--- src/design/ivp_pkg.sv ---
// constants and carrier types for the interrupt vector and priority block
package ivp_pkg;

  // ==========================================================================
  // sizes
  localparam int NODES      = 14;
  localparam int CRIT_SRCS  = 6;
  localparam int NMI_SLOT   = 4;

  // ==========================================================================
  // vectors
  localparam logic [15:0] NMI_VECTOR   = 16'h0073;
  localparam logic [15:0] NODE5_VECTOR = 16'h002b;
  localparam logic [2:0]  VEC_LOW_BITS = 3'h3;
  localparam logic [15:0] VEC_FIRST    = 16'h0003;
  localparam logic [15:0] VEC_LAST     = 16'h006b;
  localparam logic [3:0]  NODE_TIMER2  = 4'h5;

  // ==========================================================================
  // register byte offsets
  localparam logic [7:0] OFS_CRIT_CTRL  = 8'h00;
  localparam logic [7:0] OFS_EN_LOW     = 8'h04;
  localparam logic [7:0] OFS_EN_HIGH    = 8'h08;
  localparam logic [7:0] OFS_PRIO_LO_A  = 8'h0c;
  localparam logic [7:0] OFS_PRIO_HI_A  = 8'h10;
  localparam logic [7:0] OFS_PRIO_LO_B  = 8'h14;
  localparam logic [7:0] OFS_PRIO_HI_B  = 8'h18;
  localparam logic [7:0] OFS_STATUS     = 8'h1c;

  // ==========================================================================
  // field layout: group a holds nodes 0..6, group b nodes 7..13
  localparam int EN_LOW_NODES  = 6;
  localparam int EN_HIGH_NODES = 8;
  localparam int GROUP_NODES   = 7;
  localparam int STATUS_CRIT_POS = 8;

  // ==========================================================================
  // reset values
  localparam logic [5:0] RST_CRIT_CTRL = 6'h00;
  localparam logic [5:0] RST_EN_LOW    = 6'h00;
  localparam logic [7:0] RST_EN_HIGH   = 8'h00;
  localparam logic [6:0] RST_PRIO      = 7'h00;

  // ==========================================================================
  // vector handed to the core
  typedef struct packed {
    logic [15:0] addr;
    logic [1:0]  level;
    logic        critical;
    logic [3:0]  node;
  } ivp_grant_t;

endpackage : ivp_pkg

--- src/design/ivp_prio_pick.sv ---
// picks the highest-level pending node, lowest index first within a level
`timescale 1ns/1ps
module ivp_prio_pick (
  // requests and levels
  input  wire logic [13:0]      req,
  input  wire logic [13:0][1:0] level,
  // winner
  output logic                  found,
  output logic [3:0]            node,
  output logic [1:0]            winLevel
);

  // ==========================================================================
  // search
  always_comb begin
    found    = 1'b0;
    node     = 4'h0;
    winLevel = 2'h0;
    for (int l = 3; l >= 0; l--) begin
      for (int i = 0; i < ivp_pkg::NODES; i++) begin
        if (!found && req[i] && level[i] == 2'(l)) begin
          found    = 1'b1;
          node     = 4'(i);
          winLevel = 2'(l);
        end
      end
    end
  end

  // ==========================================================================
  // checks
  logic higherExists;
  logic earlierExists;
  always_comb begin
    higherExists  = 1'b0;
    earlierExists = 1'b0;
    for (int i = 0; i < ivp_pkg::NODES; i++) begin
      if (req[i] && level[i] > winLevel) higherExists = 1'b1;
      if (req[i] && level[i] == winLevel && 4'(i) < node) earlierExists = 1'b1;
    end
  end

  always_comb begin
    AST_PICK_LEVEL: assert #0 (!found || !higherExists)
      else $error("a higher level request was passed over");
    AST_PICK_ORDER: assert #0 (!found || !earlierExists)
      else $error("polling order broken within a level");
    AST_PICK_FOUND: assert #0 (found == (|req))
      else $error("pending request not found");
  end

endmodule // ivp_prio_pick

--- src/design/ivp_interrupt_vector_priority.sv ---
// interrupt vectoring and four-level priority arbitration with avalon registers
//
// Functional notes
// maskable nodes vector from 0003 upward by eight, node thirteen at 006B.
// six critical sources share vector 0073, each enabled in critical control.
// each source is gated by its enable; nodes 0-5 low, 6-13 high register.
// node five merges timer 2, divider overflow and LIN into vector 002B.
// each maskable node has one of four levels; critical node has none.
// critical request beats all maskable ones and preempts maskable service.
// levels come from two register pairs, group a and group b.
// service is preempted only by a strictly higher level.
// service at the top maskable level is never preempted by a maskable source.
// simultaneous requests of different levels: highest level wins.
// equal levels: fixed polling order, node zero first, node thirteen last.
// level is high-register bit over low-register bit; three is highest.
// active levels are tracked; core return restores the previous level.
`timescale 1ns/1ps
module ivp_interrupt_vector_priority (
  // clock and reset
  input  wire logic        ref_clk,
  input  wire logic        reset_n,
  // avalon-mm slave
  input  wire logic [7:0]  avsAddress,
  input  wire logic        avsRead,
  input  wire logic        avsWrite,
  input  wire logic [31:0] avsWriteData,
  input  wire logic [3:0]  avsByteEnable,
  output logic [31:0]      avsReadData,
  output logic             avsWaitRequest,
  // peripheral requests, levels held until serviced
  input  wire logic [13:0] nodeReq,
  input  wire logic        timer2Req,
  input  wire logic        fracDivOvfReq,
  input  wire logic        linReq,
  input  wire logic [5:0]  criticalReq,
  // service acknowledges to the peripherals
  output logic [13:0]      nodeServiced,
  output logic             criticalServiced,
  // core side
  output logic             irqReq,
  output ivp_pkg::ivp_grant_t irqGrant,
  input  wire logic        irqAck,
  input  wire logic        irqReturn
);

  // ==========================================================================
  // registers
  logic [5:0]  criticalIrqControlReg;
  logic [5:0]  irqEnableRegLow;
  logic [7:0]  irqEnableRegHigh;
  logic [6:0]  priorityLowBitsA;
  logic [6:0]  priorityHighBitsA;
  logic [6:0]  priorityLowBitsB;
  logic [6:0]  priorityHighBitsB;
  logic [4:0]  inService;
  logic        busAck;
  logic        blank;

  // ==========================================================================
  // avalon decode; one wait state, read data loaded on the first edge
  wire         busReq     = avsRead | avsWrite;
  wire         writeTaken = avsWrite & busAck & avsByteEnable[0];
  wire         selCrit    = avsAddress == ivp_pkg::OFS_CRIT_CTRL;
  wire         selEnLow   = avsAddress == ivp_pkg::OFS_EN_LOW;
  wire         selEnHigh  = avsAddress == ivp_pkg::OFS_EN_HIGH;
  wire         selPloA    = avsAddress == ivp_pkg::OFS_PRIO_LO_A;
  wire         selPhiA    = avsAddress == ivp_pkg::OFS_PRIO_HI_A;
  wire         selPloB    = avsAddress == ivp_pkg::OFS_PRIO_LO_B;
  wire         selPhiB    = avsAddress == ivp_pkg::OFS_PRIO_HI_B;
  wire         selStatus  = avsAddress == ivp_pkg::OFS_STATUS;
  wire [31:0]  statusWord = {18'h0, criticalReq, 3'h0, inService};
  wire [31:0]  readMux    = selCrit   ? {26'h0, criticalIrqControlReg} :
                            selEnLow  ? {26'h0, irqEnableRegLow} :
                            selEnHigh ? {24'h0, irqEnableRegHigh} :
                            selPloA   ? {25'h0, priorityLowBitsA} :
                            selPhiA   ? {25'h0, priorityHighBitsA} :
                            selPloB   ? {25'h0, priorityLowBitsB} :
                            selPhiB   ? {25'h0, priorityHighBitsB} :
                            selStatus ? statusWord : 32'h0;

  assign avsWaitRequest = busReq & ~busAck;

  always_ff @(posedge ref_clk or negedge reset_n) begin
    if (!reset_n) begin
      busAck      <= 1'b0;
      avsReadData <= 32'h0;
    end else begin
      busAck <= busReq & ~busAck;
      if (avsRead && !busAck) avsReadData <= readMux;
    end
  end

  always_ff @(posedge ref_clk or negedge reset_n) begin
    if (!reset_n) begin
      criticalIrqControlReg <= ivp_pkg::RST_CRIT_CTRL;
      irqEnableRegLow       <= ivp_pkg::RST_EN_LOW;
      irqEnableRegHigh      <= ivp_pkg::RST_EN_HIGH;
      priorityLowBitsA      <= ivp_pkg::RST_PRIO;
      priorityHighBitsA     <= ivp_pkg::RST_PRIO;
      priorityLowBitsB      <= ivp_pkg::RST_PRIO;
      priorityHighBitsB     <= ivp_pkg::RST_PRIO;
    end else if (writeTaken) begin
      if (selCrit)   criticalIrqControlReg <= avsWriteData[5:0];
      if (selEnLow)  irqEnableRegLow       <= avsWriteData[5:0];
      if (selEnHigh) irqEnableRegHigh      <= avsWriteData[7:0];
      if (selPloA)   priorityLowBitsA      <= avsWriteData[6:0];
      if (selPhiA)   priorityHighBitsA     <= avsWriteData[6:0];
      if (selPloB)   priorityLowBitsB      <= avsWriteData[6:0];
      if (selPhiB)   priorityHighBitsB     <= avsWriteData[6:0];
    end
  end

  // ==========================================================================
  // request gathering
  wire [13:0] enableVec  = {irqEnableRegHigh, irqEnableRegLow};
  wire        node5Merged = nodeReq[5] | timer2Req | fracDivOvfReq | linReq;
  wire [13:0] rawReq     = {nodeReq[13:6], node5Merged, nodeReq[4:0]};
  wire [13:0] pendingVec = rawReq & enableVec;
  wire        critPending = |(criticalReq & criticalIrqControlReg);
  wire [13:0] lowAll     = {priorityLowBitsB, priorityLowBitsA};
  wire [13:0] highAll    = {priorityHighBitsB, priorityHighBitsA};
  logic [13:0][1:0] nodeLevel;

  for (genvar n = 0; n < ivp_pkg::NODES; n++) begin : g_level
    assign nodeLevel[n] = {highAll[n], lowAll[n]};
  end

  wire        pickFound;
  wire [3:0]  pickNode;
  wire [1:0]  pickLevel;

  ivp_prio_pick u_pick (
    .req      (pendingVec),
    .level    (nodeLevel),
    .found    (pickFound),
    .node     (pickNode),
    .winLevel (pickLevel)
  );

  // ==========================================================================
  // arbitration against the active level
  wire        maskActive = |inService[3:0];
  wire        critActive = inService[ivp_pkg::NMI_SLOT];
  wire [1:0]  curLevel   = inService[3] ? 2'h3 : inService[2] ? 2'h2 :
                           inService[1] ? 2'h1 : 2'h0;
  wire        critWins   = critPending & ~critActive;
  // a maskable winner must beat the active level strictly
  wire        maskWins   = pickFound & ~critActive &
                           (~maskActive | (pickLevel > curLevel));
  wire        ackTaken   = irqAck & irqReq;
  wire        retTaken   = irqReturn & (|inService);

  ivp_pkg::ivp_grant_t next_grant;
  logic                next_valid;
  always_comb begin
    next_grant       = '0;
    next_valid       = critWins | maskWins;
    if (critWins) begin
      next_grant.addr     = ivp_pkg::NMI_VECTOR;
      next_grant.critical = 1'b1;
    end else begin
      next_grant.addr     = {9'h0, pickNode, ivp_pkg::VEC_LOW_BITS};
      next_grant.level    = pickLevel;
      next_grant.node     = pickNode;
    end
  end

  // ==========================================================================
  // service tracking; the newest service is always the highest set slot
  wire [4:0] retMask  = critActive ? 5'h10 : 5'h01 << curLevel;
  wire [4:0] ackMask  = irqGrant.critical ? 5'h10 : 5'h01 << irqGrant.level;
  wire [4:0] next_inService = (inService & ~(retTaken ? retMask : 5'h00)) |
                              (ackTaken ? ackMask : 5'h00);
  logic      grantValid;

  // a grant built from pre-ack state is stale for one cycle, so it is hidden
  assign irqReq = grantValid & ~blank;

  always_ff @(posedge ref_clk or negedge reset_n) begin
    if (!reset_n) begin
      inService        <= 5'h00;
      grantValid       <= 1'b0;
      irqGrant         <= '0;
      blank            <= 1'b0;
      nodeServiced     <= 14'h0000;
      criticalServiced <= 1'b0;
    end else begin
      inService        <= next_inService;
      grantValid       <= next_valid;
      irqGrant         <= next_grant;
      blank            <= ackTaken | retTaken;
      criticalServiced <= ackTaken & irqGrant.critical;
      nodeServiced     <= (ackTaken && !irqGrant.critical) ?
                          14'h0001 << irqGrant.node : 14'h0000;
    end
  end

  // ==========================================================================
  // checks
  logic [13:0]      enablePrev;
  logic [13:0][1:0] levelPrev;
  logic [13:0]      otherPrev;
  logic             linOnlyPrev;
  always_ff @(posedge ref_clk or negedge reset_n) begin
    if (!reset_n) begin
      enablePrev  <= 14'h0000;
      levelPrev   <= '0;
      otherPrev   <= 14'h0000;
      linOnlyPrev <= 1'b0;
    end else begin
      enablePrev  <= enableVec;
      levelPrev   <= nodeLevel;
      otherPrev   <= pendingVec & ~14'h0020;
      linOnlyPrev <= linReq & irqEnableRegLow[5] & ~critPending;
    end
  end

  AST_VEC_MAP: assert property (@(posedge ref_clk) disable iff (!reset_n)
    irqReq && !irqGrant.critical |->
      irqGrant.addr == {9'h0, irqGrant.node, ivp_pkg::VEC_LOW_BITS} &&
      irqGrant.addr >= ivp_pkg::VEC_FIRST && irqGrant.addr <= ivp_pkg::VEC_LAST)
    else $error("maskable vector does not match its node");

  AST_CRIT_VEC: assert property (@(posedge ref_clk) disable iff (!reset_n)
    irqReq && irqGrant.critical |-> irqGrant.addr == ivp_pkg::NMI_VECTOR)
    else $error("critical vector is wrong");

  AST_ENABLE_GATE: assert property (@(posedge ref_clk) disable iff (!reset_n)
    irqReq && !irqGrant.critical |-> enablePrev[irqGrant.node])
    else $error("disabled node was vectored");

  AST_NODE5_MERGE: assert property (@(posedge ref_clk) disable iff (!reset_n)
    linOnlyPrev && otherPrev == 14'h0000 && $past(inService) == 5'h00 &&
      !$past(blank) && !$past(ackTaken) |->
      grantValid && irqGrant.addr == ivp_pkg::NODE5_VECTOR)
    else $error("merged node five request not vectored at its address");

  AST_CRIT_FIRST: assert property (@(posedge ref_clk) disable iff (!reset_n)
    critPending && !critActive && !ackTaken && !retTaken |=>
      grantValid && irqGrant.critical)
    else $error("critical request did not take precedence");

  AST_STRICT_PREEMPT: assert property (@(posedge ref_clk) disable iff (!reset_n)
    irqReq && !irqGrant.critical |-> !maskActive || irqGrant.level > curLevel)
    else $error("maskable preemption at same or lower level");

  AST_TOP_LEVEL: assert property (@(posedge ref_clk) disable iff (!reset_n)
    irqReq && inService[3] |-> irqGrant.critical)
    else $error("top level service preempted by a maskable source");

  AST_LEVEL_FORM: assert property (@(posedge ref_clk) disable iff (!reset_n)
    irqReq && !irqGrant.critical |-> irqGrant.level == levelPrev[irqGrant.node])
    else $error("granted level does not match its priority bits");

  AST_ACK_PUSH: assert property (@(posedge ref_clk) disable iff (!reset_n)
    ackTaken && !retTaken |=> $countones(inService) == $countones($past(inService)) + 1
      && !irqReq)
    else $error("acknowledge did not enter a new service level");

  AST_RET_POP: assert property (@(posedge ref_clk) disable iff (!reset_n)
    retTaken && !ackTaken |=> $countones(inService) == $countones($past(inService)) - 1)
    else $error("return did not restore the previous level");

  AST_BUS_WAIT: assert property (@(posedge ref_clk) disable iff (!reset_n)
    $rose(avsRead) |-> avsWaitRequest ##1 !avsWaitRequest)
    else $error("bus answer not after exactly one wait state");

  AST_WRITE_WAIT: assert property (@(posedge ref_clk) disable iff (!reset_n)
    $rose(avsWrite) |-> avsWaitRequest ##1 !avsWaitRequest)
    else $error("write answer not after exactly one wait state");

  AST_READ_UPPER: assert property (@(posedge ref_clk) disable iff (!reset_n)
    avsRead && !avsWaitRequest |-> avsReadData[31:14] == 18'h0)
    else $error("read data carries bits above the register map");

  AST_CRIT_FIELDS: assert property (@(posedge ref_clk) disable iff (!reset_n)
    irqReq && irqGrant.critical |-> irqGrant.level == 2'h0 && irqGrant.node == 4'h0)
    else $error("critical grant carries a level or node");

  AST_CRIT_GATE: assert property (@(posedge ref_clk) disable iff (!reset_n)
    irqReq && irqGrant.critical |-> $past(critPending))
    else $error("critical vector without an enabled critical source");

  AST_CRIT_HOLDS: assert property (@(posedge ref_clk) disable iff (!reset_n)
    critActive |-> !irqReq)
    else $error("request raised during critical service");

  AST_SERVICED_PULSE: assert property (@(posedge ref_clk) disable iff (!reset_n)
    nodeServiced != 14'h0000 |-> $onehot(nodeServiced) && !criticalServiced
      ##1 nodeServiced == 14'h0000)
    else $error("node acknowledge is not a single one-hot pulse");

  AST_RET_BLANK: assert property (@(posedge ref_clk) disable iff (!reset_n)
    retTaken |=> !irqReq)
    else $error("request not hidden after a return");

  COV_CRIT_PREEMPT: cover property (@(posedge ref_clk) disable iff (!reset_n)
    maskActive && ackTaken && irqGrant.critical);
  COV_NESTED: cover property (@(posedge ref_clk) disable iff (!reset_n)
    $countones(inService[3:0]) == 2);
  COV_RETURN: cover property (@(posedge ref_clk) disable iff (!reset_n)
    retTaken ##1 (inService != 5'h00));
  COV_NODE13: cover property (@(posedge ref_clk) disable iff (!reset_n)
    irqReq && irqGrant.addr == ivp_pkg::VEC_LAST);
  COV_TIMER2_MERGE: cover property (@(posedge ref_clk) disable iff (!reset_n)
    irqReq && irqGrant.node == ivp_pkg::NODE_TIMER2 && timer2Req);

endmodule // ivp_interrupt_vector_priority

--- config.mk ---
export PLATFORM = sky130hd
export DESIGN_NAME = ivp_interrupt_vector_priority
export DESIGN_NICKNAME = d
export VERILOG_FILES = /design/src/design/ivp_pkg.sv /design/src/design/ivp_prio_pick.sv /design/src/design/ivp_interrupt_vector_priority.sv
export SDC_FILE = /design/constraint.sdc
export NUM_CORES = 1
export LEC_CHECK = 0
export BUFFER_PORTS_ARGS = -buffer_cell sky130_fd_sc_hd__buf_2
export CAP_MARGIN = 5
export CORE_ASPECT_RATIO = 1.2
export CORE_MARGIN = 2
export CORE_UTILIZATION = 54
export DETAILED_ROUTE_END_ITERATION = 12
export PLACE_DENSITY = 0.79
export SYNTH_ARGS = -nofsm -noshare
export SYNTH_HDL_FRONTEND = slang
export SYNTH_HIERARCHICAL = 1
export SYNTH_SLANG_ARGS = --single-unit
export TNS_END_PERCENT = 30
--- constraint.sdc ---
create_clock -name ref_clk -period 3.8 [get_ports ref_clk]
set_clock_uncertainty 0.2 [all_clocks]
set_input_delay 0.38 -clock ref_clk [delete_from_list [all_inputs] [get_ports ref_clk]]
set_output_delay 0.38 -clock ref_clk [all_outputs]
set_load 0.01 [all_outputs]
==> results of run 1 <==
cell families after synthesis:
logic type,after synthesis,share of synthesized area [%]
buf+inv,58,5.79
simple gates,260,27.0
compound gates,107,13.2
mux,65,12.3
other cells,2,0.129
flops,96,41.2
fa+ha+maj,2,0.429
per-stage QoR:
stage | instance area (µm²) | total power [mW] | hold WS (ps)
floorplan | 5940 | 1.23 | -116
global placement | 6290 | 1.29 | 260
detailed placement | 6290 | 1.30 | 266
CTS | 6600 | 2.20 | 46.7
global route | 6600 | 2.27 | 45.0
finish | 6600 | 2.19 | 53.7
sequential cells by signal (all words and copies together), names as in the netlist, 7 cells and up:
name,count
avsReadData,14
irqEnableRegHigh,8
irqGrant,11
nodeServiced,14
priorityHighBitsA,7
priorityHighBitsB,7
priorityLowBitsA,7
priorityLowBitsB,7
what timing repair did:
action,CTS,global route
hold buffers,1,0
resized for setup,0,0
hold endpoints to repair,37,0
routing by layer:
layer | vias up | share of wire [%] | routed length (µm) | GRT usage, %
met5 | - | 0 | 0 | 0
met4 | 0 | 7.1 | 1120 | 17.5
met3 | 67 | 5.9 | 944 | 4.57
met2 | 236 | 49 | 7750 | 45.1
met1 | 2451 | 38 | 6120 | 33.1
li1 | 2306 | - | - | -
cells in the final DEF, fill, tap and decap left out, drive strengths merged, types with 14 or more instances in the layout:
master,count
o21ai,22
nand3,24
nor2b,14
dfrtp,96
nor3,18
mux2,53
and2,15
conb,29
nand3b,16
nor2,41
buf,95
nand2,53
how the worst min path moves through the flow:
| stage | end | slack [ps] | cells after the start |
|---|---|---|---|
| CTS | inService[4]$_DFF_PN0_ | 50 | 2 |
| global placement | avsReadData[7]$_DFFE_PN0P_ | 260 | 2 |
| finish | inService[4]$_DFF_PN0_ | 50 | 2 |
| floorplan | avsReadData[0]$_DFFE_PN0P_ | -120 | 0 |
| global route | inService[4]$_DFF_PN0_ | 50 | 2 |
| detailed placement | avsReadData[5]$_DFFE_PN0P_ | 270 | 2 |
worst max-delay path, cell delays in order, from the launching register on:
cell	delay (ps)
dfrtp_1	500
and2_1	240
nand3_1	130
and4_1	260
nand3_2	190
nor4_4	90
buf_4	200
and4_1	260
a211oi_1	230
nand2_1	100
or4_1	540
or2_2	310
power breakdown:
part,leakage [nW],internal (mW),switching (mW)
registers,1.33,1.05,0.0270
logic,1.91,0.0751,0.135
clock network,0.139,0.464,0.442
total,3.38,1.59,0.604
area by class of cell:
class / count / area, µm² / area share (%)
tap: 129 / 161 / 2.45
inverter: 10 / 37.5 / 0.569
clock buffer: 9 / 225 / 3.41
multi-input combinational: 463 / 3200 / 48.5
sequential: 96 / 2400 / 36.4
timing repair buffer: 96 / 503 / 7.62
clock inverter: 7 / 71.3 / 1.08
==> run summary, run 1 <==
The flow ran to the end, and the final reports show no timing, DRC or antenna violations. The initial antenna violation count is 0. The first TritonRoute pass finished after 5 iterations. From bottom edge to top edge, the die measures 118 µm. Clock latency on the worst-skew pair, taken at its later pin, is 350 ps.

After routing, the total negative slack on setup checks comes to 0 ps. At the end of routability-driven placement, the weighted congestion stood at 0.945. Summing the sequential cell areas from Yosys gives 41.2% of the chip area. The critical path starts at irqEnableRegLow[3]$_DFFE_PN0P_.

The clock net in this run drives a total of 96 sinks. For this run, the number of Yosys warnings is 6. The end point of the critical path was irqGrant[11]$_DFF_PN0_. The run gives 72 as the largest net degree at the start of global routing.

The startpoint identified for the worst hold timing path is irqReturn. In this run, placement finished with an instance count of 793. Before CTS, the worst setup slack after placement is 419 ps. Of the post-synthesis cell area, the dominant cell type holds 41.2%.

The clock passes through at most 2 buffers. The run gives 0 as the number of max-cap violations. The die covers 11700 µm².

Global-route usage over all layers: 27.4%. The async set or reset register ratio after synthesis is 100%. The tools report the post-route DRC violation count as 0. Element type at the critical path start: a register. In this run the power density over the cells is 332 nW/µm².

The leakage power summed over all cells is 3.38 nW, and the overall via count from detail_route is 5060. The number of register bits inferred by synthesis is 96. The final layout contains 751 nets. Using the TritonRoute via totals, the vias-per-cell ratio works out to 6.25.

The first global-routing pass estimated 25100 µm of wire. The die boundary width came out at 98.9 µm. Worst setup path category: reg2reg.

The required time of the critical path was 3830 ps. For this run, the leading register cell type out of synthesis is dfrtp_1. The final critical delay including setup and external delays is 3370 ps.

The count of different cell masters after synthesis is 73, and the HPWL after detailed placement is 12100 µm. For this block, the routed nets add up to 15900 µm of wire. The count of final max-slew check failures is 0, and the routed length per placed instance is 19.7 µm. The number of cells on the worst reg-to-reg path is 11. Yosys attributes the largest share of cell area to dfrtp_1 (41%), mux2_2 (10%), buf_4 (4.0%).

The post-synthesis area per instance works out to 9.89 µm². The tools report the endpoint type of the worst setup path as a register. The peak clock frequency supported by timing is 297 MHz. Summed over all layers, the global routing overflow is 0.

Once detail routing completed, the nets flagged for antenna violations numbered 0. In this run the count of I/O pins placed on the die edge is 145. In this run the post-CTS setup repair buffer count came out at 0. The run gives 55.5% as the effective utilization at floorplan.

The maximum vdd ir drop came out at 0.224 mV. After clock tree synthesis, the clock-pin slew on the worst setup and hold paths is 70 ps. The proportion of layout cells with a drive suffix above 1 was 28.9%; the least setup slack across all paths after layout was 431 ps. Setup repair after global routing left no endpoint under its margin. Measured on the finished design, the core utilization comes to 62.7%.

By instance count, the leading cell after synthesis is dfrtp_1. The number of hold-slack violations in the final timing report was 0. The commonest cells after synthesis are dfrtp_1 (96), mux2_2 (53), nand2_1 (51). For the number of placement rows, the log shows 41. TritonCTS built the clock tree. For the pin with the worst max-slew slack, the measured transition is 1050 ps. The largest total area in the synthesized netlist belongs to dfrtp_1. After technology mapping, the gate count stands at 590. The count of port buffers added during placement was 89. In this run the worst path has a maximum fanout of 13.

The total setup violations reported at the end of the flow is 0. The count of flip-flops with a built-in enable after synthesis is 0, and the worst-case headroom to the max-slew limit is 29.9%. The final period utilization is 88.6%.

The tightest min-delay check is of the in2reg type. The H-tree generated during clock tree synthesis spans 3 levels. Startpoint of the worst register-to-register path: irqEnableRegLow[3]$_DFFE_PN0P_. The number of global-route vias before repair is 4797, and the iteration-0 DRC count of the detailed router is 327.

For flop-to-flop paths, the worst setup slack is 430 ps. Leaving out filler cells and counting taps, the final layout contains 810. The area growth from synthesis to layout is 13.1%.

The logs give 886 for the fill cell total of the finished layout and 3400 ps for the arrival time at the worst endpoint. Clock tree synthesis inserted a total of 9 buffers. The logs give 0 for the number of diodes and 5840 µm² for the synthesized area.

The cell at the root of the clock tree was clkbuf_16. The region available for standard cell placement spans 10500 µm². The worst register-to-register path ends at irqGrant[11]$_DFF_PN0_.
Note: power is estimated with default switching activity, not from simulation.
==> run 2, diff against run 1 <==
- REMOVE_ABC_BUFFERS: unset -> 1
==> run 2 against run 1 <==
Non-clock buffer count grew 2; die area did not move; clock power decreased by 6.5%; final cell count is 0.25% higher; worst setup slack better by 5.0 ps; sequential share of layout area hardly changed; critical path depth unchanged; combinational power hardly changed; total power decreased by 2.8%; first-iteration DRC count is 11% higher; routed wire length grew 1.1%; critical endpoint unchanged; largest power group unchanged; highest routed layer unchanged.
==> run summary, run 2 (same netlist as run 1, synthesis figures left out) <==
Count of final max-slew check failures: 0. The library cell used most frequently in the layout, excluding fill and tap cells, is dfrtp_1. The tools report the element type at the critical path start as a register. The least setup slack across all paths after layout was 436 ps; the number of diodes was 0.

The clock-pin slew reported for the worst setup and hold paths after clock tree synthesis was 70 ps. The number of global-route vias before repair was 4811. The count of port buffers added during placement is 89. For this block, the via count after detailed routing is 4977.

The setup slack at placement was 346 ps; the placer congestion estimate was 0.949. The proportion of layout cells with a drive suffix above 1 came out at 29.0%. Once detailed placement completed, the half-perimeter wirelength came to 12500 µm.

Clock tree synthesis selected as its root buffer the cell clkbuf_16. Placed standard-cell area: 6310 µm². The tools report the total power of the final layout as 2.13 mW. The signal on the critical path passes through and2_1 -> nand3_1 -> and4_1 -> nand3_2 -> nor4_4 -> buf_4 -> and4_1 -> a211oi_1 -> nand2_1 -> or4_1 -> or2_2. For this run, the total global-route usage over all layers was measured as 27.9%. The required time of the critical path is 3830 ps. The largest registers in the layout are avsReadData: 14 flops, nodeServiced: 14 flops, irqGrant: 11 flops. The routed length per placed instance is 19.8 µm.

In this run the remaining antenna-violating nets after routing total 0. The run finished with clean final reports. The startpoint of the worst register-to-register path was irqEnableRegLow[3]$_DFFE_PN0P_. Setup repair after global routing left no endpoint under its margin. In the routed design, unresolved DRC markers number 0. Number of placement rows: 41.

The floorplan step defined a die boundary enclosing 11700 µm². For the final routed database, the setup TNS stands at 0 ps. The design area was 6590 µm². The run gives 16100 µm as the wire length after detailed routing. The worst setup path is of the reg2reg kind. For the TritonCTS buffer count, the log shows 9. On the worst path, the slowest cell contributes a delay of 550 ps.

The leakage power summed over all cells was 3.38 nW; the arrival time at the worst endpoint was 3400 ps. The tools report the number of max-cap violations as 0. The most critical setup path has its startpoint at irqEnableRegLow[3]$_DFFE_PN0P_. Along the worst path, the maximum fanout reaches 13. Dividing total power by cell area gives a power density of 323 nW/µm². Core footprint: 10500 µm². The path type of the worst min-delay path is in2reg.

The final period utilization was 88.5%; the fill cell total of the finished layout was 915. The beginning of the worst hold path was avsWriteData[7]. Entering global routing, the biggest net connects 63 pins. The clock period could shrink to 3360 ps. Setup violations remaining at the end of the flow were counted as 0.

The number of hold-slack violations in the final timing report came out at 0. The highest-delay cell along the critical path was or4_1. The y dimension of the die came out at 118 µm. Area growth from synthesis to layout: 12.9%. The slew at the pin closest to its max-slew limit came out at 1070 ps.

STA classifies the critical path endpoint as a register. 145 I/O pins were placed. After the last flow step, the layout net total stands at 753. The total overflow left after global routing is 0. Number of sinks on the clock net: 96. The top cell types in the final layout, fill and taps aside, are dfrtp_1 (96), buf_2 (88), mux2_2 (53). The die boundary width is 98.9 µm, and the insertion delay of the later-clocked pin in the worst-skew pair is 350 ps. The first detailed-routing pass took 5 iterations. The first global-routing pass estimated 25400 µm of wire. Using the TritonRoute via totals, the vias-per-cell ratio works out to 6.13. The most prevalent standard cell on the critical path was and4_1.

The clock passes through at most 2 buffers. For the number of H-tree branching levels, the log shows 3. The run gives 28.2% as the worst-case headroom to the max-slew limit. TritonCTS built the clock tree. Across the VDD grid, the largest voltage drop is 0.201 mV.

The initial antenna violation count is 0. The effective utilization at floorplan is 55.5%, and the peak clock frequency supported by timing is 297 MHz. Iteration-0 DRC count of the detailed router: 362.
-- run 2: changes by cell type in the layout (fill, tap and decap cells not counted), sizes merged --
cell      delta
inv          -3
buf          +2
clkinvlp     +1
clkbuf       +1
clkinv       +1
-- run 2: per-stage QoR --
step	instances	hold WS [ps]	utilization (%)
3_3_place_gp	795	257	60.0
6_report	812	51.6	62.7
2_1_floorplan	569	-116	-
4_1_cts	812	45.9	62.7
3_5_place_dp	795	264	60.0
5_1_grt	812	64.1	62.7
-- run 2: path summary, 6_finish.rpt --
path | cells past startpoint | slack, ps | to
worst max-delay path | 11 | 440 | irqGrant[11]$_DFF_PN0_
worst max register to register | 11 | 440 | irqGrant[11]$_DFF_PN0_
max in group asynchronous | 3 | 2210 | nodeServiced[6]$_DFF_PN0_
min in group asynchronous | 2 | 440 | inService[1]$_DFF_PN0_
worst min-delay path | 2 | 50 | irqEnableRegHigh[7]$_DFFE_PN0P_
worst min register to register | 2 | 280 | avsReadData[5]$_DFFE_PN0P_
-- run 2: area by class of cell --
cell class	count	area [µm²]	share of cell area, %
multi-input cells	463	3200	48.5
flip-flops and latches	96	2400	36.4
repair buffers	98	518	7.86
clock buffers	10	229	3.47
well taps	129	161	2.45
clock inverters	6	45.0	0.683
inverters	10	37.5	0.569
-- run 2: worst max-delay path, delay by kind of cell (launching register included) --
| kind | cells | cell delay [ps] |
|---|---|---|
| AND/OR/NAND/NOR | 9 | 2160 |
| flip-flops | 1 | 390 |
| AO/OA/AOI/OAI | 1 | 260 |
| buffers and inverters | 1 | 210 |
-- run 2: report_power, final --
part | switching (mW) | internal [mW]
clock network | 0.400 | 0.446
logic | 0.134 | 0.0755
registers | 0.0259 | 1.05
total | 0.560 | 1.57
-- run 2: per-layer routing --
metal  track usage, %  share of wire, %  up-vias
met3             6.06               6.1       45
met5                0                 0        -
met2             47.7                51      200
met1             33.4                39     2423
li1                 -                 -     2309
met4             12.0               4.1        0
-- run 2: repair_timing --
action                    CTS  global route
hold buffers                1             0
gates resized for setup     0             0
hold endpoints to repair   60             0
setup buffers               0             0
